`src/mfce_pkg.sv`:
```
package mfce_pkg;
  // framing characters and check constants
  localparam logic [7:0] CHR_START = 8'h3A;
  localparam logic [7:0] CHR_CR = 8'h0D;
  localparam logic [7:0] CHR_LF = 8'h0A;
  localparam logic [7:0] EXC_FLAG = 8'h80;
  localparam logic [15:0] CRC_PRESET = 16'hFFFF;
  localparam logic [15:0] CRC_POLY = 16'hA001;
  localparam logic [15:0] CRC_RESIDUE = 16'h0000;
  localparam logic [7:0] LRC_RESET = 8'h00;
  localparam logic [7:0] LRC_RESIDUE = 8'h00;
  // station address range and word count limit
  localparam logic [7:0] ADDR_MIN = 8'h01;
  localparam logic [7:0] ADDR_MAX = 8'hFE;
  localparam logic [7:0] MAX_WORDS = 8'h09;
  localparam logic [7:0] ZERO_WORDS = 8'h00;
  // shortest accepted frame in bytes, check included
  localparam logic [7:0] MIN_ASC_BYTES = 8'h03;
  localparam logic [7:0] MIN_RTU_BYTES = 8'h04;
  // character positions of an exception reply
  localparam logic [3:0] ASC_LAST_STEP = 4'hA;
  localparam logic [3:0] RTU_LAST_STEP = 4'h4;
  localparam logic [3:0] STEP_CR = 4'h9;
  localparam logic [3:0] STEP_CRC_LO = 4'h3;
  localparam logic [3:0] STEP_CRC_HI = 4'h4;
  // exception codes
  localparam logic [7:0] ERR_NONE = 8'h00;
  localparam logic [7:0] ERR_GROUP = 8'h01;
  localparam logic [7:0] ERR_INDEX = 8'h02;
  localparam logic [7:0] ERR_RANGE = 8'h03;
  localparam logic [7:0] ERR_EXCESS = 8'h04;
  localparam logic [7:0] ERR_ZERO = 8'h05;
  localparam logic [7:0] ERR_WRITE = 8'h06;
  localparam logic [7:0] ERR_ILLEGAL = 8'h27;
  localparam logic [7:0] ERR_PASSWORD = 8'h28;
  localparam logic [7:0] ERR_ENERGIZED = 8'h29;
  // line silence that ends an rtu frame
  localparam int GAP_MS = 10;
  localparam int CLK_HZ = 25_000_000;
  localparam int GAP_CYC = (GAP_MS * CLK_HZ + 999) / 1000;
  // reply buffer shape
  localparam int FIFO_WIDTH = 8;
  localparam int FIFO_DEPTH = 4;

  // verdicts from the parameter logic for one request
  typedef struct packed {
    logic missing_group_fault;
    logic missing_parameter_fault;
    logic range_violation_fault;
    logic illegal_value_fault;
    logic write_protect_fault;
    logic password_fault;
    logic energized_write_block;
    logic [7:0] word_count;
  } mfce_check_t;

  // bytes of an exception reply
  typedef struct packed {
    logic [7:0] addr;
    logic [7:0] cmd;
    logic [7:0] code;
  } mfce_reply_t;

  // one byte through the reflected crc, eight shifts
  function automatic logic [15:0] crc_step(input logic [15:0] crc, input logic [7:0] b);
    logic [15:0] c;
    c = crc ^ {8'h00, b};
    for (int i = 0; i < 8; i++) begin
      c = c[0] ? ((c >> 1) ^ CRC_POLY) : (c >> 1);
    end
    return c;
  endfunction : crc_step

  // ascii hex character to {bad, nibble}
  function automatic logic [4:0] hex_decode(input logic [7:0] ch);
    if (ch >= 8'h30 && ch <= 8'h39) begin
      return {1'b0, ch[3:0]};
    end else if (ch >= 8'h41 && ch <= 8'h46) begin
      return {1'b0, 4'(ch[3:0] + 4'h9)};
    end
    return {1'b1, 4'h0};
  endfunction : hex_decode

  // nibble to upper-case ascii hex character
  function automatic logic [7:0] hex_encode(input logic [3:0] n);
    return (n < 4'hA) ? 8'(8'h30 + {4'h0, n}) : 8'(8'h37 + {4'h0, n});
  endfunction : hex_encode

  // first failing check picks the exception code
  function automatic logic [7:0] fault_code(input mfce_check_t c, input logic energized);
    if (c.missing_group_fault) return ERR_GROUP;
    if (c.missing_parameter_fault) return ERR_INDEX;
    if (c.word_count == ZERO_WORDS) return ERR_ZERO;
    if (c.word_count > MAX_WORDS) return ERR_EXCESS;
    if (c.write_protect_fault) return ERR_WRITE;
    if (c.password_fault) return ERR_PASSWORD;
    if (c.energized_write_block && energized) return ERR_ENERGIZED;
    if (c.range_violation_fault) return ERR_RANGE;
    if (c.illegal_value_fault) return ERR_ILLEGAL;
    return ERR_NONE;
  endfunction : fault_code
endpackage : mfce_pkg

```
`src/mfce_top.sv`:
```
// reply character buffer
module mfce_fifo #(
  parameter int WIDTH = 8,
  parameter int DEPTH = 4
) (
  // clock and reset
  input wire logic clk,
  input wire logic reset_n,
  // filling side
  input wire logic in_valid,
  output logic in_ready,
  input wire logic [WIDTH-1:0] in_data,
  // draining side
  output logic out_valid,
  input wire logic out_ready,
  output logic [WIDTH-1:0] out_data
);
  localparam int AW = $clog2(DEPTH);
  logic [WIDTH-1:0] mem [DEPTH];
  logic [AW-1:0] wr_r, wr_nxt, rd_r, rd_nxt;
  logic [AW:0] cnt_r, cnt_nxt;
  logic push, pop;

  // full and empty straight from the fill count
  assign in_ready = cnt_r != (AW + 1)'(DEPTH);
  assign out_valid = cnt_r != '0;
  assign out_data = mem[rd_r];

  // pointer and count next values
  always_comb begin
    push = in_valid && in_ready;
    pop = out_valid && out_ready;
    wr_nxt = wr_r;
    rd_nxt = rd_r;
    if (push) begin
      wr_nxt = (wr_r == AW'(DEPTH - 1)) ? '0 : AW'(wr_r + 1'b1);
    end
    if (pop) begin
      rd_nxt = (rd_r == AW'(DEPTH - 1)) ? '0 : AW'(rd_r + 1'b1);
    end
    cnt_nxt = (AW + 1)'(cnt_r + {{AW{1'b0}}, push} - {{AW{1'b0}}, pop});
  end

  always_ff @(posedge clk or negedge reset_n) begin
    if (!reset_n) begin
      wr_r <= '0;
      rd_r <= '0;
      cnt_r <= '0;
    end else begin
      wr_r <= wr_nxt;
      rd_r <= rd_nxt;
      cnt_r <= cnt_nxt;
    end
  end

  // storage, no reset needed
  always_ff @(posedge clk) begin
    if (push) begin
      mem[wr_r] <= in_data;
    end
  end
endmodule : mfce_fifo

// How it works
// - ascii check is negated byte sum
// - check sent as two hex characters
// - crc starts from all ones
// - byte xored into crc low byte
// - shift right, xor A001 on one
// - eight shifts per byte, result is crc
// - crc low byte goes out first
// - ascii frame ends on cr then lf
// - rtu frame ends after line silence
// - reply is address, command plus 80, code
// - unknown group gives code 01
// - unknown parameter gives code 02
// - value outside limits gives code 03
// - more than nine words gives 04
// - zero words gives code 05
// - writing read-only parameter gives 06
// - in range but illegal gives 27
// - missing password gives code 28
// - protected write while energized gives 29
// - ascii frame opens with colon
// - station address between 1 and 254
module mfce_top #(
  parameter int GAP_CYCLES = mfce_pkg::GAP_CYC
) (
  // clock and reset
  input wire logic clk,
  input wire logic reset_n,
  // configuration
  input wire logic ascii_mode,
  input wire logic [7:0] station_addr,
  // received characters
  input wire logic rx_valid,
  input wire logic [7:0] rx_char,
  // checked frame stream
  output logic frame_start,
  output logic frame_byte_valid,
  output logic [7:0] frame_byte,
  output logic frame_good,
  output logic frame_bad,
  // fault report from parameter logic
  input wire logic fault_req,
  input wire logic [7:0] fault_cmd,
  input wire mfce_pkg::mfce_check_t fault_check,
  input wire logic servo_energize_input,
  // exception reply characters
  output logic reply_busy,
  output logic tx_valid,
  output logic [7:0] tx_char,
  input wire logic tx_ready
);
  localparam int IW = $clog2(GAP_CYCLES + 1);
  localparam logic [IW-1:0] GAP_END = IW'(GAP_CYCLES);

  typedef enum logic [4:0] {
    RX_IDLE = 5'b00001, RX_HI = 5'b00010, RX_LO = 5'b00100, RX_LF = 5'b01000, RX_RTU = 5'b10000
  } mfce_rx_state_t;
  typedef enum logic [2:0] {TX_IDLE = 3'b001, TX_GAP = 3'b010, TX_SEND = 3'b100} mfce_tx_state_t;

  mfce_rx_state_t rx_st_r, rx_st_nxt;
  mfce_tx_state_t tx_st_r, tx_st_nxt;
  logic [IW-1:0] idle_r, idle_nxt;
  logic [3:0] nib_r, nib_nxt, step_r, step_nxt, sidx;
  logic [7:0] cnt_r, cnt_nxt, lrc_r, lrc_nxt, byte_r, byte_nxt, tbyte, code, sum, byt, tx_ch;
  logic [7:0] lrc_tx_r, lrc_tx_nxt, char_r, char_nxt;
  logic [15:0] crc_r, crc_nxt, crc_tx_r, crc_tx_nxt;
  logic [4:0] hx;
  logic addr_ok_r, addr_ok_nxt, hex_bad_r, hex_bad_nxt, frame_ok_r, frame_ok_nxt;
  logic start_r, start_nxt, bv_r, bv_nxt, good_r, good_nxt, bad_r, bad_nxt;
  logic asc_tx_r, asc_tx_nxt, busy_r, busy_nxt, txv_r, txv_nxt;
  logic son_s1_r, son_s2_r, quiet, take, finish, ok, accept, push, f_ready, f_valid, f_take;
  logic [7:0] f_data;
  mfce_pkg::mfce_reply_t rep_r, rep_nxt;

  assign quiet = idle_r == GAP_END;
  assign frame_start = start_r;
  assign frame_byte_valid = bv_r;
  assign frame_byte = byte_r;
  assign frame_good = good_r;
  assign frame_bad = bad_r;
  assign reply_busy = busy_r;
  assign tx_valid = txv_r;
  assign tx_char = char_r;

  // receive side: framing, byte decode and running checks
  always_comb begin
    rx_st_nxt = rx_st_r;
    nib_nxt = nib_r;
    cnt_nxt = cnt_r;
    lrc_nxt = lrc_r;
    crc_nxt = crc_r;
    addr_ok_nxt = addr_ok_r;
    hex_bad_nxt = hex_bad_r;
    frame_ok_nxt = frame_ok_r && !accept;
    start_nxt = 1'b0;
    bv_nxt = 1'b0;
    byte_nxt = byte_r;
    good_nxt = 1'b0;
    bad_nxt = 1'b0;
    take = 1'b0;
    finish = 1'b0;
    ok = 1'b0;
    tbyte = rx_char;
    hx = mfce_pkg::hex_decode(rx_char);
    idle_nxt = rx_valid ? '0 : (quiet ? idle_r : IW'(idle_r + 1'b1));
    unique case (rx_st_r)
      RX_IDLE: begin
        if (rx_valid && ascii_mode && rx_char == mfce_pkg::CHR_START) begin
          rx_st_nxt = RX_HI;
          start_nxt = 1'b1;
        end else if (rx_valid && !ascii_mode && quiet) begin
          rx_st_nxt = RX_RTU;
          start_nxt = 1'b1;
          take = 1'b1;
        end
      end
      RX_HI: begin
        if (rx_valid && rx_char == mfce_pkg::CHR_START) begin
          start_nxt = 1'b1;
        end else if (rx_valid && rx_char == mfce_pkg::CHR_CR) begin
          rx_st_nxt = RX_LF;
        end else if (rx_valid) begin
          nib_nxt = hx[3:0];
          hex_bad_nxt = hex_bad_r | hx[4];
          rx_st_nxt = RX_LO;
        end
      end
      RX_LO: begin
        if (rx_valid) begin
          hex_bad_nxt = hex_bad_r | hx[4];
          take = 1'b1;
          tbyte = {nib_r, hx[3:0]};
          rx_st_nxt = RX_HI;
        end
      end
      RX_LF: begin
        if (rx_valid) begin
          finish = rx_char == mfce_pkg::CHR_LF;
          bad_nxt = !finish;
          rx_st_nxt = RX_IDLE;
        end
      end
      RX_RTU: begin
        if (rx_valid) begin
          take = 1'b1;
        end else if (quiet) begin
          finish = 1'b1;
        end
      end
      default: rx_st_nxt = RX_IDLE;
    endcase
    // fresh frame clears the accumulators
    if (start_nxt) begin
      lrc_nxt = mfce_pkg::LRC_RESET;
      crc_nxt = mfce_pkg::CRC_PRESET;
      cnt_nxt = '0;
      hex_bad_nxt = 1'b0;
      addr_ok_nxt = 1'b0;
      frame_ok_nxt = 1'b0;
    end
    // each decoded byte feeds both checks
    if (take) begin
      lrc_nxt = 8'(lrc_nxt + tbyte);
      crc_nxt = mfce_pkg::crc_step(crc_nxt, tbyte);
      if (cnt_nxt == '0) begin
        addr_ok_nxt = tbyte == station_addr && station_addr >= mfce_pkg::ADDR_MIN
          && station_addr <= mfce_pkg::ADDR_MAX;
      end
      cnt_nxt = (cnt_nxt == 8'hFF) ? cnt_nxt : 8'(cnt_nxt + 8'h01);
      bv_nxt = 1'b1;
      byte_nxt = tbyte;
    end
    // whole frame including its check sums to the residue
    if (finish) begin
      ok = !hex_bad_r && cnt_r >= (ascii_mode ? mfce_pkg::MIN_ASC_BYTES : mfce_pkg::MIN_RTU_BYTES)
        && (ascii_mode ? lrc_r == mfce_pkg::LRC_RESIDUE : crc_r == mfce_pkg::CRC_RESIDUE);
      good_nxt = ok && addr_ok_r;
      bad_nxt = !ok;
      frame_ok_nxt = ok && addr_ok_r;
      rx_st_nxt = RX_IDLE;
    end
  end

  always_ff @(posedge clk or negedge reset_n) begin
    if (!reset_n) begin
      rx_st_r <= RX_IDLE;
      idle_r <= '0;
      nib_r <= '0;
      cnt_r <= '0;
      lrc_r <= mfce_pkg::LRC_RESET;
      crc_r <= mfce_pkg::CRC_PRESET;
      addr_ok_r <= 1'b0;
      hex_bad_r <= 1'b0;
      frame_ok_r <= 1'b0;
      start_r <= 1'b0;
      bv_r <= 1'b0;
      byte_r <= '0;
      good_r <= 1'b0;
      bad_r <= 1'b0;
      son_s1_r <= 1'b0;
      son_s2_r <= 1'b0;
    end else begin
      rx_st_r <= rx_st_nxt;
      idle_r <= idle_nxt;
      nib_r <= nib_nxt;
      cnt_r <= cnt_nxt;
      lrc_r <= lrc_nxt;
      crc_r <= crc_nxt;
      addr_ok_r <= addr_ok_nxt;
      hex_bad_r <= hex_bad_nxt;
      frame_ok_r <= frame_ok_nxt;
      start_r <= start_nxt;
      bv_r <= bv_nxt;
      byte_r <= byte_nxt;
      good_r <= good_nxt;
      bad_r <= bad_nxt;
      son_s1_r <= servo_energize_input;
      son_s2_r <= son_s1_r;
    end
  end

  // exception code and whether a reply is due
  assign code = mfce_pkg::fault_code(fault_check, son_s2_r);
  assign accept = fault_req && tx_st_r == TX_IDLE && frame_ok_r && code != mfce_pkg::ERR_NONE;
  assign sum = 8'(station_addr + fault_cmd + mfce_pkg::EXC_FLAG + code);
  assign sidx = asc_tx_r ? 4'(step_r - 4'h1) : step_r;

  // reply builder: latch the reply, then step through its characters
  always_comb begin
    tx_st_nxt = tx_st_r;
    step_nxt = step_r;
    rep_nxt = rep_r;
    lrc_tx_nxt = lrc_tx_r;
    crc_tx_nxt = crc_tx_r;
    asc_tx_nxt = asc_tx_r;
    push = 1'b0;
    unique case (tx_st_r)
      TX_IDLE: begin
        if (accept) begin
          rep_nxt.addr = station_addr;
          rep_nxt.cmd = 8'(fault_cmd + mfce_pkg::EXC_FLAG);
          rep_nxt.code = code;
          lrc_tx_nxt = 8'(mfce_pkg::LRC_RESET - sum);
          crc_tx_nxt = mfce_pkg::crc_step(mfce_pkg::crc_step(mfce_pkg::crc_step(mfce_pkg::CRC_PRESET,
            station_addr), rep_nxt.cmd), code);
          asc_tx_nxt = ascii_mode;
          step_nxt = '0;
          tx_st_nxt = ascii_mode ? TX_SEND : TX_GAP;
        end
      end
      TX_GAP: begin
        if (quiet) begin
          tx_st_nxt = TX_SEND;
        end
      end
      TX_SEND: begin
        push = 1'b1;
        if (f_ready) begin
          step_nxt = 4'(step_r + 4'h1);
          if (step_r == (asc_tx_r ? mfce_pkg::ASC_LAST_STEP : mfce_pkg::RTU_LAST_STEP)) begin
            tx_st_nxt = TX_IDLE;
          end
        end
      end
      default: tx_st_nxt = TX_IDLE;
    endcase
    busy_nxt = tx_st_nxt != TX_IDLE;
    // character for the current step
    unique case (asc_tx_r ? sidx[2:1] : sidx[1:0])
      2'b00: byt = rep_r.addr;
      2'b01: byt = rep_r.cmd;
      2'b10: byt = rep_r.code;
      default: byt = lrc_tx_r;
    endcase
    if (asc_tx_r) begin
      if (step_r == '0) begin
        tx_ch = mfce_pkg::CHR_START;
      end else if (step_r == mfce_pkg::STEP_CR) begin
        tx_ch = mfce_pkg::CHR_CR;
      end else if (step_r == mfce_pkg::ASC_LAST_STEP) begin
        tx_ch = mfce_pkg::CHR_LF;
      end else begin
        tx_ch = mfce_pkg::hex_encode(sidx[0] ? byt[3:0] : byt[7:4]);
      end
    end else if (step_r == mfce_pkg::STEP_CRC_LO) begin
      tx_ch = crc_tx_r[7:0];
    end else if (step_r == mfce_pkg::STEP_CRC_HI) begin
      tx_ch = crc_tx_r[15:8];
    end else begin
      tx_ch = byt;
    end
  end

  mfce_fifo #(.WIDTH(mfce_pkg::FIFO_WIDTH), .DEPTH(mfce_pkg::FIFO_DEPTH)) u_fifo (
    .clk(clk), .reset_n(reset_n), .in_valid(push), .in_ready(f_ready), .in_data(tx_ch),
    .out_valid(f_valid), .out_ready(f_take), .out_data(f_data)
  );

  // output stage keeps tx pins on flip-flops
  assign f_take = !txv_r || tx_ready;
  always_comb begin
    txv_nxt = f_take ? f_valid : txv_r;
    char_nxt = (f_take && f_valid) ? f_data : char_r;
  end

  always_ff @(posedge clk or negedge reset_n) begin
    if (!reset_n) begin
      tx_st_r <= TX_IDLE;
      step_r <= '0;
      rep_r <= '0;
      lrc_tx_r <= mfce_pkg::LRC_RESET;
      crc_tx_r <= mfce_pkg::CRC_PRESET;
      asc_tx_r <= 1'b0;
      busy_r <= 1'b0;
      txv_r <= 1'b0;
      char_r <= '0;
    end else begin
      tx_st_r <= tx_st_nxt;
      step_r <= step_nxt;
      rep_r <= rep_nxt;
      lrc_tx_r <= lrc_tx_nxt;
      crc_tx_r <= crc_tx_nxt;
      asc_tx_r <= asc_tx_nxt;
      busy_r <= busy_nxt;
      txv_r <= txv_nxt;
      char_r <= char_nxt;
    end
  end
endmodule : mfce_top

```
`config.mk`:
```
export PLATFORM = sky130hd
export DESIGN_NAME = mfce_top
export DESIGN_NICKNAME = d
export VERILOG_FILES = /design/src/mfce_pkg.sv /design/src/mfce_top.sv
export SDC_FILE = /design/constraint.sdc
export NUM_CORES = 1
export LEC_CHECK = 0
export ABC_AREA = 1
export BUFFER_PORTS_ARGS = -buffer_cell sky130_fd_sc_hd__clkbuf_2
export CAP_MARGIN = 30
export CORE_ASPECT_RATIO = 1.1
export CORE_MARGIN = 4
export CORE_UTILIZATION = 50
export DETAILED_ROUTE_END_ITERATION = 10
export GPL_TIMING_DRIVEN = 1
export PLACE_DENSITY = 0.67
export SYNTH_ARGS = -nofsm -noshare
export SYNTH_HDL_FRONTEND = slang
export SYNTH_SLANG_ARGS = --single-unit
```
`constraint.sdc`:
```
create_clock -name clk -period 3.5 [get_ports clk]
set_input_delay 0.7 -clock clk [delete_from_list [all_inputs] [get_ports clk]]
set_output_delay 0.7 -clock clk [all_outputs]
set_load 0.02 [all_outputs]
```
==> summary.md, run 1 <==
| Metric | Value |
|---|---|
| Antenna-violating nets left | 0 |
| Reg2Reg Capture Point | u_fifo.mem[3][4] |
| Max rail drop VDD | approximately 0.37 mV |
| GP Congestion | around 0.89 |
| Skew-Pair Late Insertion Delay | 440 ps |
| FMAX | 308.2 MHz |
| Cells after synthesis | about 1,400 |
| RSZ-0062 raised after global routing | false |
| R2R depth | 14 |
| Clk buf depth | 2 |
| Clock sinks | between 150 and 200 |
| Vias post-DR | 9,479 |
| DR DRC count | 0 |
| CP Launch Type | primary input |
| Rel. slew slack | 43.17% |
| Post-synth EDFFs | 32 |
| Max-slew violation count | 0 |
| Routing usage on met2 | approximately two fifths |
| Slew @ Worst Pin | ~850 ps |
| Worst flop-to-flop path startpoint | step_r[0] |
| Placed instance count | 1,772 |
| Outcome | completed |
| Routed WL | between 20 and 30 mm |
| Met1 Use GR | slightly below 30% |
| Crit Path Max Fanout | 4 |
| CP required | around 3800 ps |
| Tcrit/Tclk final | around 93% |
| Power per cell area | about 550 nW/um^2 |
| Nets@finish | 1,609 |
| Final core utilization | between 50% and 60% |
| Cell Rows | 57 |
| CP Data Arrival Time | around 3600 ps |
| Number of synthesized register bits | between 150 and 200 |
| Synth unique cells | 65 |
| HPWL after detailed placement | ~21 mm |
| Starting Density | between 50% and 60% |
| Chip Height | between 150 and 200 um |
| Cell Area, Synth | ~11,000 um^2 |
| CP max stage delay | ~480 ps |
| Setup crit end | lrc_tx_r[7] |
| CORE AREA | 22,110 um^2 |
| Fin. Hold Viols | 0 |
| PortBufs | between 60 and 70 |
| Crit path from | fault_check[4] |
| H-tree Lvls | 4 |
| Synth Warn # | 0 |
| Met3 Use GR | 3.712% |
| GRT overflow | 0 |
| Vias in the first global route | ~9,100 |
| Fin crit period | roughly 3200 ps |
| WL/cell | about 15 um |
| Leakage power | between 6 and 7 nW |
| # diodes | 0 |
| Gr busiest metal | met2 |
| First-pass GRT wire length | roughly 45 mm |
| Synthesis-to-layout area growth | 14.73% |
| Global Route Usage Sum | a little under a quarter |
| Initial drt markers | 696 |
| TritonCTS clock tree | done |
| Design area | around 13,000 um^2 |
| Top_reg_cell synth | dfrtp_1 |
| Share of layout cells above drive strength 1 | 19.64% |
| Largest net degree at the start of global routing | 71 |
| Die width | 150.8 um |
| R2R setup slack | 360 ps |
| CP endpoint kind | flop |
| Post-Syn Nets | 1,505 |
| Mapped Avg Cell Area | ~8.0 um^2 |
| Initial antenna violation count | 0 |
| Die area | ~25,000 um^2 |
| First-pass detailed-route iteration total | 6 |
| Slowest CP cell | fa_1 |
| CTS Buf Count | 17 |
| Ports | slightly below 70 |
| Worst Hold Class | in2async |
| Setup Viol. Count Final | 0 |
| Post-DP Area | between 10,000 and 15,000 um^2 |
| Vias per cell | about 5.2 |
| Register area share after synthesis | 41.50% |
| Crit path kind | in2reg |
| Clock skew | about 16 ps |
| Root Buffer | clkbuf_16 |
| Synth async-reset ratio | about 80% |
| Maxcap violations | 0 |
| Reg clk slew, reported paths | about 80 ps |
| CP cell instances | clkbuf_2 > nor2_1 > nand2_2 > nor3_4 > buf_4 > inv_2 > nand3_1 > nand2_2 > fa_1 > ha_1 > inv_1 > fa_1 > o21ai_1 > nand2_1 > nand2_1 > a21oi_1 > xnor2_1 > o21ai_0 |
| Final Instance Count excl. Fillers | 1,807 |
[worst min path at each step]
stage	end	cells after the start
final	tx_char[3]	1
after global routing	tx_char[3]	1
after CTS	tx_char[3]	1
after detailed placement	son_s2_r	0
after global placement	son_s2_r	0
after floorplan	son_s2_r	0
[layout by cell type (no fill, tap or decap), types with 3 or more instances in the layout]
cell,count
dfrtp_1,112
a31oi_1,21
a21oi_2,3
xnor2_2,4
buf_4,48
nor2_4,10
nor2_2,3
o21ai_2,8
xor2_1,26
nor2_1,133
o21ai_1,7
clkinv_8,6
nand3_4,3
fa_1,7
nor3_1,15
edfxtp_1,32
inv_1,167
or2_2,6
nand2_1,320
nand3_1,53
xnor2_1,19
o31ai_1,3
clkbuf_16,17
o21ai_0,135
dfstp_2,34
o22ai_1,6
nand4_4,3
a21oi_1,39
nand4_1,19
buf_12,3
nor4_1,14
inv_6,4
nand2_2,25
inv_2,25
ha_1,57
clkbuf_2,66
o2111ai_1,4
o211ai_1,5
nand3_2,7
[kinds of logic after synthesis]
family | share of synthesized area (%)
fa+ha+maj | 7.605
flops | 41.50
simple gates | 25.46
compound gates | 13.00
buf+inv | 7.895
xor+xnor | 4.237
mux | 0.3010
[registers in the layout (all words and copies together) (netlist names), 2 cells and up]
| signal | flops |
|---|---|
| crc_tx_r | 16 |
| u_fifo.wr_r | 2 |
| tx_char | 8 |
| u_fifo.rd_r | 2 |
| rep_r | 21 |
| idle_r | 18 |
| tx_st_r | 3 |
| lrc_tx_r | 8 |
| u_fifo.cnt_r | 3 |
| cnt_r | 8 |
| u_fifo.mem | 32 |
| frame_byte | 8 |
| lrc_r | 8 |
| rx_st_r | 5 |
| step_r | 4 |
| nib_r | 4 |
| crc_r | 16 |
[per-stage QoR]
stage	setup WS (ps)	hold slack, ps	TNS [ps]	power, mW
final	255.3	262.4	0	7.085
after global routing	19.01	309.0	0	7.609
after CTS	215.3	292.4	0	7.129
after detailed placement	-202.1	335.8	-505.6	5.101
after global placement	-118.6	336.0	-189.6	5.033
after floorplan	45.04	331.2	0	4.426
[synth_stat cells, types with 4 or more instances]
library cell | number | area share, %
dfstp_2 | 34 | 8.0
o2111ai_1 | 4 | 0.31
buf_1 | 5 | 0.17
buf_2 | 7 | 0.31
nand3_2 | 7 | 0.62
nand3_1 | 53 | 2.4
o21ai_0 | 136 | 6.1
fa_1 | 7 | 1.2
dfrtp_1 | 112 | 25
o22ai_1 | 6 | 0.33
o21ai_1 | 6 | 0.27
nor2_4 | 9 | 0.90
o21ai_2 | 8 | 0.62
a21oi_1 | 42 | 1.9
nand4_1 | 19 | 1.1
inv_2 | 23 | 0.77
ha_1 | 57 | 6.4
a31oi_1 | 21 | 1.2
edfxtp_1 | 32 | 8.6
or2_2 | 6 | 0.33
nand2_2 | 24 | 1.3
nor3_1 | 15 | 0.67
nor4_1 | 15 | 0.84
nand2_1 | 321 | 11
xnor2_2 | 4 | 0.58
xor2_1 | 26 | 2.0
xnor2_1 | 19 | 1.5
nor2_1 | 134 | 4.5
inv_1 | 169 | 5.7
clkbuf_1 | 18 | 0.60
o211ai_1 | 5 | 0.33
[final cells by class]
cell class | count | area [um^2]
clock buffer | 17 | 425.4
clock inverter | 15 | 210.2
fill | 2030 | 9235
inverter | 194 | 730.7
multi-input combinational | 990 | 5719
sequential | 178 | 4657
tap | 295 | 369.1
timing repair buffer | 118 | 762.0
[power by group]
group          internal, mW  total, mW  switching (mW)  leakage, nW
logic                 0.879       2.35            1.48         3.88
clock network          1.05       2.00           0.958        0.307
registers              2.48       2.73           0.246         2.11
[metal layers]
layer | vias to the layer above | routed length [um]
met5 | - | 0
met4 | 0 | 582
met3 | 44 | 1200
met2 | 227 | 13650
met1 | 4424 | 11800
li1 | 4784 | -
[worst max-delay path: cells and delay by family]
family / cells / cell delay (ps)
XOR/XNOR: 1 / 160
adder cells (fa/ha/maj): 3 / 1240
buffers and inverters: 4 / 330
AO/OA/AOI/OAI: 3 / 350
AND/OR/NAND/NOR: 7 / 780
[repair_timing]
action,CTS,global route
endpoints found under the setup margin,0,2
resized for setup,0,8
hold buffers,0,0
buffers inserted,0,3
Note: power is estimated with default switching activity, not from simulation.
==> run 2, diff against run 1 <==
--- a/config.mk
+++ b/config.mk
@@ -16,4 +16,5 @@
 export PLACE_DENSITY = 0.67
 export SYNTH_ARGS = -nofsm -noshare
 export SYNTH_HDL_FRONTEND = slang
+export SYNTH_HIERARCHICAL = 1
 export SYNTH_SLANG_ARGS = --single-unit
==> constraint.sdc (replaced) <==
create_clock -name clk -period 3.5 [get_ports clk]
set_input_delay 0.175 -clock clk [delete_from_list [all_inputs] [get_ports clk]]
set_output_delay 0.175 -clock clk [all_outputs]
set_load 0.02 [all_outputs]
==> run 2 against run 1 <==
  * First-iteration DRC count is 33% lower
  * Critical endpoint is now u_fifo/mem[2][6]
  * Global-route usage is 0.44 points lower
  * Clock skew is 2.6 ps lower
  * Critical path depth is 1 lower
  * Fmax hardly changed
  * Sequential share of layout area is 0.55 points higher
  * Via count is 0.43% lower
  * Worst hold slack worse by 250 ps
  * Sequential cell count stayed put
==> summary.md, run 2 <==
| Metric | Value |
|---|---|
| Count leader, synth | nand2_1 (unchanged) |
| Worst Hold Class | in2reg (was in2async) |
| Post-Syn Nets | 1,537 (was 1,505) |
| Slew @ Worst Pin | 809.5 ps (was 849.3 ps) |
| Initial antenna violation count | 0 (unchanged) |
| Hold_sp | fault_cmd[3] |
| Outcome | completed (unchanged) |
| Clock skew | 13.27 ps (was 15.91 ps) |
| CP Launch Type | flop (was primary input) |
| Cell Area, Synth | 11,340 um^2 (was 11,220 um^2) |
| DR DRC count | 0 (unchanged) |
| Synth unique cells | 65 (unchanged) |
| H-tree Lvls | 4 (unchanged) |
| Share of layout cells above drive strength 1 | 16.32% (was 19.64%) |
| Rel. slew slack | 45.84% (was 43.17%) |
| Reg clk slew, reported paths | 70 ps (was 80 ps) |
| Mapped Avg Cell Area | 7.946 um^2 (was 8.044 um^2) |
| Max-slew violation count | 0 (unchanged) |
| Top_reg_cell synth | dfrtp_1 (unchanged) |
| Vias post-DR | 9,438 (was 9,479) |
| FMAX | 308.0 MHz (was 308.2 MHz) |
| Max FFs per register | 32 (unchanged) |
| Max rail drop VDD | 0.3432 mV (was 0.3700 mV) |
| Post-synth EDFFs | 32 (unchanged) |
| Synth top area cells | dfrtp_1 (25%), nand2_1 (13%), edfxtp_1 (8.5%) (was dfrtp_1 (25%), nand2_1 (11%), edfxtp_1 (8.6%)) |
| Vias per cell | 5.200 (was 5.246) |
| Worst flop-to-flop path startpoint | step_r[0] (unchanged) |
| Die area | 25,150 um^2 (was 24,910 um^2) |
| Hold path cells | 2 |
| Fin. Hold Viols | 0 (unchanged) |
| Synth top area share | 24.72% (was 24.98%) |
| CORE AREA | 22,180 um^2 (was 22,110 um^2) |
| Nets@finish | 1,617 (was 1,609) |
| Antenna-violating nets left | 0 (unchanged) |
| Crit path from | step_r[0] (was fault_check[4]) |
| Chip Height | 165.9 um (was 165.1 um) |
| Setup Viol. Count Final | 0 (unchanged) |
| WL/cell | 14.96 um (was 15.07 um) |
| Synth async-reset ratio | 82.02% (unchanged) |
| Clk buf depth | 2 (unchanged) |
| Crit Path Max Fanout | 14 (was 4) |
| TritonCTS clock tree | done (unchanged) |
| Final Instance Count excl. Fillers | 1,815 (was 1,807) |
| R2R depth | 17 (was 14) |
| Root Buffer | clkbuf_16 (unchanged) |
| Number of synthesized register bits | 178 (unchanged) |
| CTS Buf Count | 17 (unchanged) |
| # diodes | 0 (unchanged) |
| RSZ-0062 raised after global routing | true (was false) |
| Synthesis-to-layout area growth | 11.84% (was 14.73%) |
| Ports | 68 (unchanged) |
| Leakage power | 6.322 nW (was 6.298 nW) |
| Vias in the first global route | 9,155 (was 9,147) |
| GRT overflow | 0 (unchanged) |
| CP Data Arrival Time | 3440 ps (was 3550 ps) |
| HPWL after detailed placement | 20.40 mm (was 20.75 mm) |
| Clock sinks | 178 (unchanged) |
| Synth Warn # | 6 (was 0) |
| Largest net degree at the start of global routing | 79 (was 71) |
| CP required | 3690 ps (was 3810 ps) |
| Tcrit/Tclk final | 92.77% (was 92.71%) |
| Fin crit period | 3247 ps (was 3245 ps) |
| CP endpoint kind | flop (unchanged) |
| First-pass GRT wire length | 44.86 mm (was 44.98 mm) |
| Top cells by count, synth | nand2_1 (389), inv_1 (193), o21ai_0 (116) (was nand2_1 (321), inv_1 (169), o21ai_0 (136)) |
| Design area | 12,680 um^2 (was 12,870 um^2) |
| Routed WL | 27.15 mm (was 27.23 mm) |
| Cells after synthesis | 1,427 (was 1,395) |
| PortBufs | 67 (unchanged) |
| Commonest non-fill, non-tap cell in the layout | nand2_1 (unchanged) |
| Post-DP Area | 12,010 um^2 (was 12,180 um^2) |
| Placed instance count | 1,775 (was 1,772) |
| Starting Density | 51.12% (was 50.75%) |
| Die width | 151.6 um (was 150.8 um) |
| Register area share after synthesis | 41.07% (was 41.50%) |
| Crit path kind | reg2reg (was in2reg) |
| Maxcap violations | 0 (unchanged) |
| First-pass detailed-route iteration total | 5 (was 6) |
| Top flop regs | u_fifo/mem (32), rep_r (21), idle_r (18) (was u_fifo.mem (32), rep_r (21), idle_r (18)) |
| Skew-Pair Late Insertion Delay | 450 ps (was 440 ps) |
| GP Congestion | 0.8875 (was 0.8916) |
| Cell accounting for the most synthesized area | dfrtp_1 (unchanged) |
| Global Route Usage Sum | 22.19% (was 22.63%) |
| Power per cell area | 490.0 nW/um^2 (was 550.4 nW/um^2) |
| Initial drt markers | 466 (was 696) |
| Biggest register | u_fifo/mem (was u_fifo.mem) |
| Overall power | 6.213 mW (was 7.085 mW) |
| Final core utilization | 57.17% (was 58.23%) |
| Cell Rows | 57 (unchanged) |
| Commonest cells after routing, fill and taps aside | nand2_1 (388), inv_1 (193), o21ai_0 (114) (was nand2_1 (320), inv_1 (167), o21ai_0 (135)) |
run 2: cell types whose count changed in the layout (fill, tap and decap cells not counted), sizes merged, moves of 7 or more:
cell / before / now
buf: 52 / 25
nand2: 347 / 402
nor3: 18 / 25
mux2: 1 / 10
o211ai: 5 / 18
o21ai: 151 / 135
a31oi: 21 / 5
inv: 200 / 220
nor2: 147 / 107
run 2: area by class of cell:
type	count	area (um^2)
multi-input cells	1004	5687
flip-flops and latches	178	4657
inverters	212	795.8
clock buffers	17	425.4
clock inverters	15	162.7
well taps	295	369.1
fillers	2085	9499
repair buffers	94	584.3
run 2: cells by family after synthesis:
family          Yosys count  share of synthesized area [%]
compound gates          224                          11.68
flops                   178                          41.07
fa+ha+maj                64                          7.526
buf+inv                 245                          8.795
simple gates            654                          25.80
mux                      11                          1.192
xor+xnor                 51                          3.940
run 2: final timing paths:
kind | endpoint | slack (ps)
worst max-delay path | u_fifo/mem[2][6] | 250
worst min-delay path | crc_tx_r[1] | 10
worst max register to register | u_fifo/mem[2][6] | 250
worst min register to register | son_s2_r | 350
max in group asynchronous | crc_r[4] | 2320
min in group asynchronous | idle_r[11] | 310
run 2: power by group:
| part | total (mW) | internal (mW) | switching [mW] |
|---|---|---|---|
| Sequential | 2.56 | 2.40 | 0.162 |
| Combinational | 1.73 | 0.629 | 1.10 |
| Clock | 1.92 | 0.959 | 0.960 |
run 2: routing by layer:
layer	up-vias	global-route usage [%]	share of wire, %
met5	-	0	0
met3	41	3.712	4.0
met2	171	36.99	49
met1	4402	29.26	45
li1	4824	-	-
met4	0	7.464	2.1
run 2: timing repair:
item	4_1_cts	5_1_grt
setup buffers	0	4
gates resized for setup	0	2
endpoints found under the hold margin	64	0
hold buffers	3	0
endpoints found under the setup margin	0	14
run 2: critical path, stage by stage (launching register included):
cell      delay [ps]
dfrtp_1          440
inv_1            130
ha_1             250
inv_1             80
nand2_1           60
nand3_2           60
nand2_2          190
nor2_4           240
nand2_1           90
nand2_1           70
o21ai_1           90
or2_2            280
o21ai_0          120
inv_1            100
ha_1             190
inv_1             90
o211ai_1         120
o32ai_1          420
run 2: stage by stage:
| step | hold WS (ps) | setup TNS, ps | setup slack, ps |
|---|---|---|---|
| 6_report | 11.41 | 0 | 253.0 |
| 5_1_grt | 17.78 | -486.5 | -62.77 |
| 4_1_cts | 1.387 | 0 | 189.8 |
| 3_5_place_dp | 257.9 | 0 | 144.4 |
| 3_3_place_gp | 248.7 | 0 | 256.3 |
| 2_1_floorplan | -120.6 | 0 | 324.0 |
==> run 3, diff against run 2 <==
==> constraint.sdc (replaced) <==
create_clock -name clk -period 3.5 [get_ports clk]
set_input_delay 0.525 -clock clk [delete_from_list [all_inputs] [get_ports clk]]
set_output_delay 0.525 -clock clk [all_outputs]
set_load 0.02 [all_outputs]
==> run 3 against run 2 <==
  * Sequential share of layout area is 0.34 points lower
  * Register-to-register slack improved by 20 ps
  * Critical endpoint is now u_fifo/mem[1][6]
  * Utilization grew 0.54 points
  * Highest routed layer unchanged
==> summary.md, run 3 (synthesis gave the netlist of run 2 again) <==
| Metric | Value |
|---|---|
| Outcome | completed (unchanged) |
| Reg2Reg Capture Point | u_fifo/mem[1][6] (was u_fifo/mem[2][6]) |
| Maxcap violations | 0 (unchanged) |
| Max rail drop VDD | 0.3273 mV (was 0.3432 mV) |
| Clk pwr share | 30.3% (was 30.9%) |
| Sw frac | 35.56% (was 35.85%) |
| Largest net degree at the start of global routing | 88 (was 79) |
| Cell Rows | 57 (unchanged) |
| Tcrit/Tclk final | 92.30% (was 92.77%) |
| Root Buffer | clkbuf_16 (unchanged) |
| Starting Density | 51.12% (unchanged) |
| Routed WL | 27.23 mm (was 27.15 mm) |
| FMAX | 309.5 MHz (was 308.0 MHz) |
| Design area | 12,800 um^2 (was 12,680 um^2) |
| PortBufs | 67 (unchanged) |
| CTS Buf Count | 17 (unchanged) |
| Initial drt markers | 597 (was 466) |
| Commonest non-fill, non-tap cell in the layout | nand2_1 (unchanged) |
| Nets@finish | 1,637 (was 1,617) |
| Share of layout cells above drive strength 1 | 17.66% (was 16.32%) |
| Met1 Use GR | 30.04% (was 29.26%) |
| Hold slack final | 159.0 ps (was 11.41 ps) |
| Fin. Hold Viols | 0 (unchanged) |
| R2R depth | 19 (was 17) |
| Sequential cell area | 4657 um^2 (unchanged) |
| HPWL after detailed placement | 20.87 mm (was 20.40 mm) |
| TritonCTS clock tree | done (unchanged) |
| Initial antenna violation count | 0 (unchanged) |
| Met3 Use GR | 3.384% (was 3.712%) |
| Vias per cell | 5.210 (was 5.200) |
| Power per cell area | 486.2 nW/um^2 (was 490.0 nW/um^2) |
| CORE AREA | 22,180 um^2 (unchanged) |
| Multi-input gate area | 5695 um^2 (was 5687 um^2) |
| Commonest cells after routing, fill and taps aside | nand2_1 (388), inv_1 (193), o21ai_0 (116) (was nand2_1 (388), inv_1 (193), o21ai_0 (114)) |
| Rel. slew slack | 32.42% (was 45.84%) |
| Die area | 25,150 um^2 (unchanged) |
| Leakage power | 6.409 nW (was 6.322 nW) |
| Max-slew violation count | 0 (unchanged) |
| Biggest register | u_fifo/mem (unchanged) |
| Antenna-violating nets left | 0 (unchanged) |
| Top flop regs | u_fifo/mem (32), rep_r (21), idle_r (18) (unchanged) |
| Gr busiest metal | met2 (unchanged) |
| CP Launch Type | flop (unchanged) |
| FILL cells | 2,048 (was 2,085) |
| Die width | 151.6 um (unchanged) |
| NetSw | 2.213 mW (was 2.227 mW) |
| Int Power | 4.010 mW (was 3.986 mW) |
| Clock skew | 12.74 ps (was 13.27 ps) |
| Skew-Pair Late Insertion Delay | 430 ps (was 450 ps) |
| Chip Height | 165.9 um (unchanged) |
| Ports | 68 (unchanged) |
| CP Data Arrival Time | 3530 ps (was 3440 ps) |
| Vias in the first global route | 9,239 (was 9,155) |
| Clock sinks | 178 (unchanged) |
| RSZ-0062 raised after global routing | false (was true) |
| Clk buf depth | 2 (unchanged) |
| Routing usage on met2 | 37.30% (was 36.99%) |
| # diodes | 0 (unchanged) |
| Crit path kind | reg2reg (unchanged) |
| DR DRC count | 0 (unchanged) |
| Max FFs per register | 32 (unchanged) |
| WL/cell | 14.84 um (was 14.96 um) |
| CP required | 3800 ps (was 3690 ps) |
| Combinational group share of total power | 28.6% (was 27.9%) |
| Crit Path Max Fanout | 8 (was 14) |
| Post-DP Area | 12,200 um^2 (was 12,010 um^2) |
| Synthesis-to-layout area growth | 12.89% (was 11.84%) |
| First-pass detailed-route iteration total | 5 (unchanged) |
| Power share of the sequential group | 41.1% (was 41.2%) |
| Setup_tns | 0 ps (unchanged) |
| Slew @ Worst Pin | 1014 ps (was 809.5 ps) |
| First-pass GRT wire length | 45.51 mm (was 44.86 mm) |
| Fin crit period | 3231 ps (was 3247 ps) |
| GRT overflow | 0 (unchanged) |
| R2R setup slack | 270 ps (was 250 ps) |
| Global Route Usage Sum | 22.44% (was 22.19%) |
| H-tree Lvls | 4 (unchanged) |
| CP endpoint kind | flop (unchanged) |
| GP Congestion | 0.8815 (was 0.8875) |
| Worst Hold Class | in2async (was in2reg) |
| Reg clk slew, reported paths | 80 ps (was 70 ps) |
| Setup Viol. Count Final | 0 (unchanged) |
| Vias post-DR | 9,561 (was 9,438) |
| Worst flop-to-flop path startpoint | step_r[1] (was step_r[0]) |
==> run 3: cell types whose count changed in the layout (fill, tap and decap cells not counted), moves of 2 or more <==
cell           delta
o21ai_1           -2
buf_4            +25
clkinvlp_4        -2
dlygate4sd3_1     -3
clkinv_4          +3
o21ai_0           +2
==> run 3: how the worst max path moves through the flow <==
stage                          startpoint          endpoint  slack, ps  cells past startpoint
final                           step_r[1]  u_fifo/mem[1][6]        270                     19
after CTS                       idle_r[0]          lrc_r[7]        230                     24
after global placement     fault_check[6]       lrc_tx_r[7]          2                     22
after detailed placement  fault_check[12]       lrc_tx_r[7]        -90                     20
after floorplan            fault_check[5]       lrc_tx_r[7]        170                     21
after global routing            idle_r[0]          lrc_r[7]         10                     24
==> run 3: final cells by class <==
type / count / area share (%)
clock buffers: 17 / 3.324
clock inverters: 15 / 1.271
inverters: 212 / 6.217
multi-input cells: 1004 / 44.50
flip-flops and latches: 178 / 36.38
well taps: 295 / 2.884
repair buffers: 114 / 5.425
==> run 3: power by group through the flow <==
stage / clock network (mW) / registers, mW / logic, mW
global placement: 0 / 2.59 / 1.72
global route: 2.02 / 2.59 / 2.05
CTS: 1.92 / 2.55 / 1.78
floorplan: 0 / 2.60 / 1.26
detailed placement: 0 / 2.59 / 1.77
finish: 1.89 / 2.56 / 1.78
==> run 3: metrics by stage <==
step / worst slack, ps / util (%) / cells / power (mW)
after floorplan: 174.7 / - / 1427 / 3.861
after global placement: 2.149 / 54.98 / 1802 / 4.309
after global routing: 14.49 / 57.71 / 1835 / 6.658
after CTS: 225.3 / 57.64 / 1834 / 6.257
final: 269.4 / 57.71 / 1835 / 6.223
after detailed placement: -91.82 / 54.98 / 1802 / 4.358
==> run 3: what timing repair did <==
action	CTS	global route
setup buffers	0	1
gates resized for setup	0	2
setup endpoints to repair	0	1
hold buffers	0	0
==> run 3: metal layers <==
metal  part of all wire [%]  vias up  wire length, um
met1                     44     4475            12060
met4                    2.7        0              747
met2                     49      199            13390
met3                    3.8       46             1029
li1                       -     4841                -
met5                      0        -                0
==> run 3: critical path: stages, from the launching register on <==
cell and delay [ps]:
dfrtp_1 430, inv_1 120, ha_1 220, inv_1 80, nand2_1 60, nand3_2 60
nand2_2 130, nor2_4 230, nand2_1 80, nand2_1 80, o21ai_0 70, buf_4 140
or2_2 280, o21ai_0 120, inv_1 90, ha_1 180, inv_1 100, o211ai_1 130
o32ai_1 310, buf_4 190
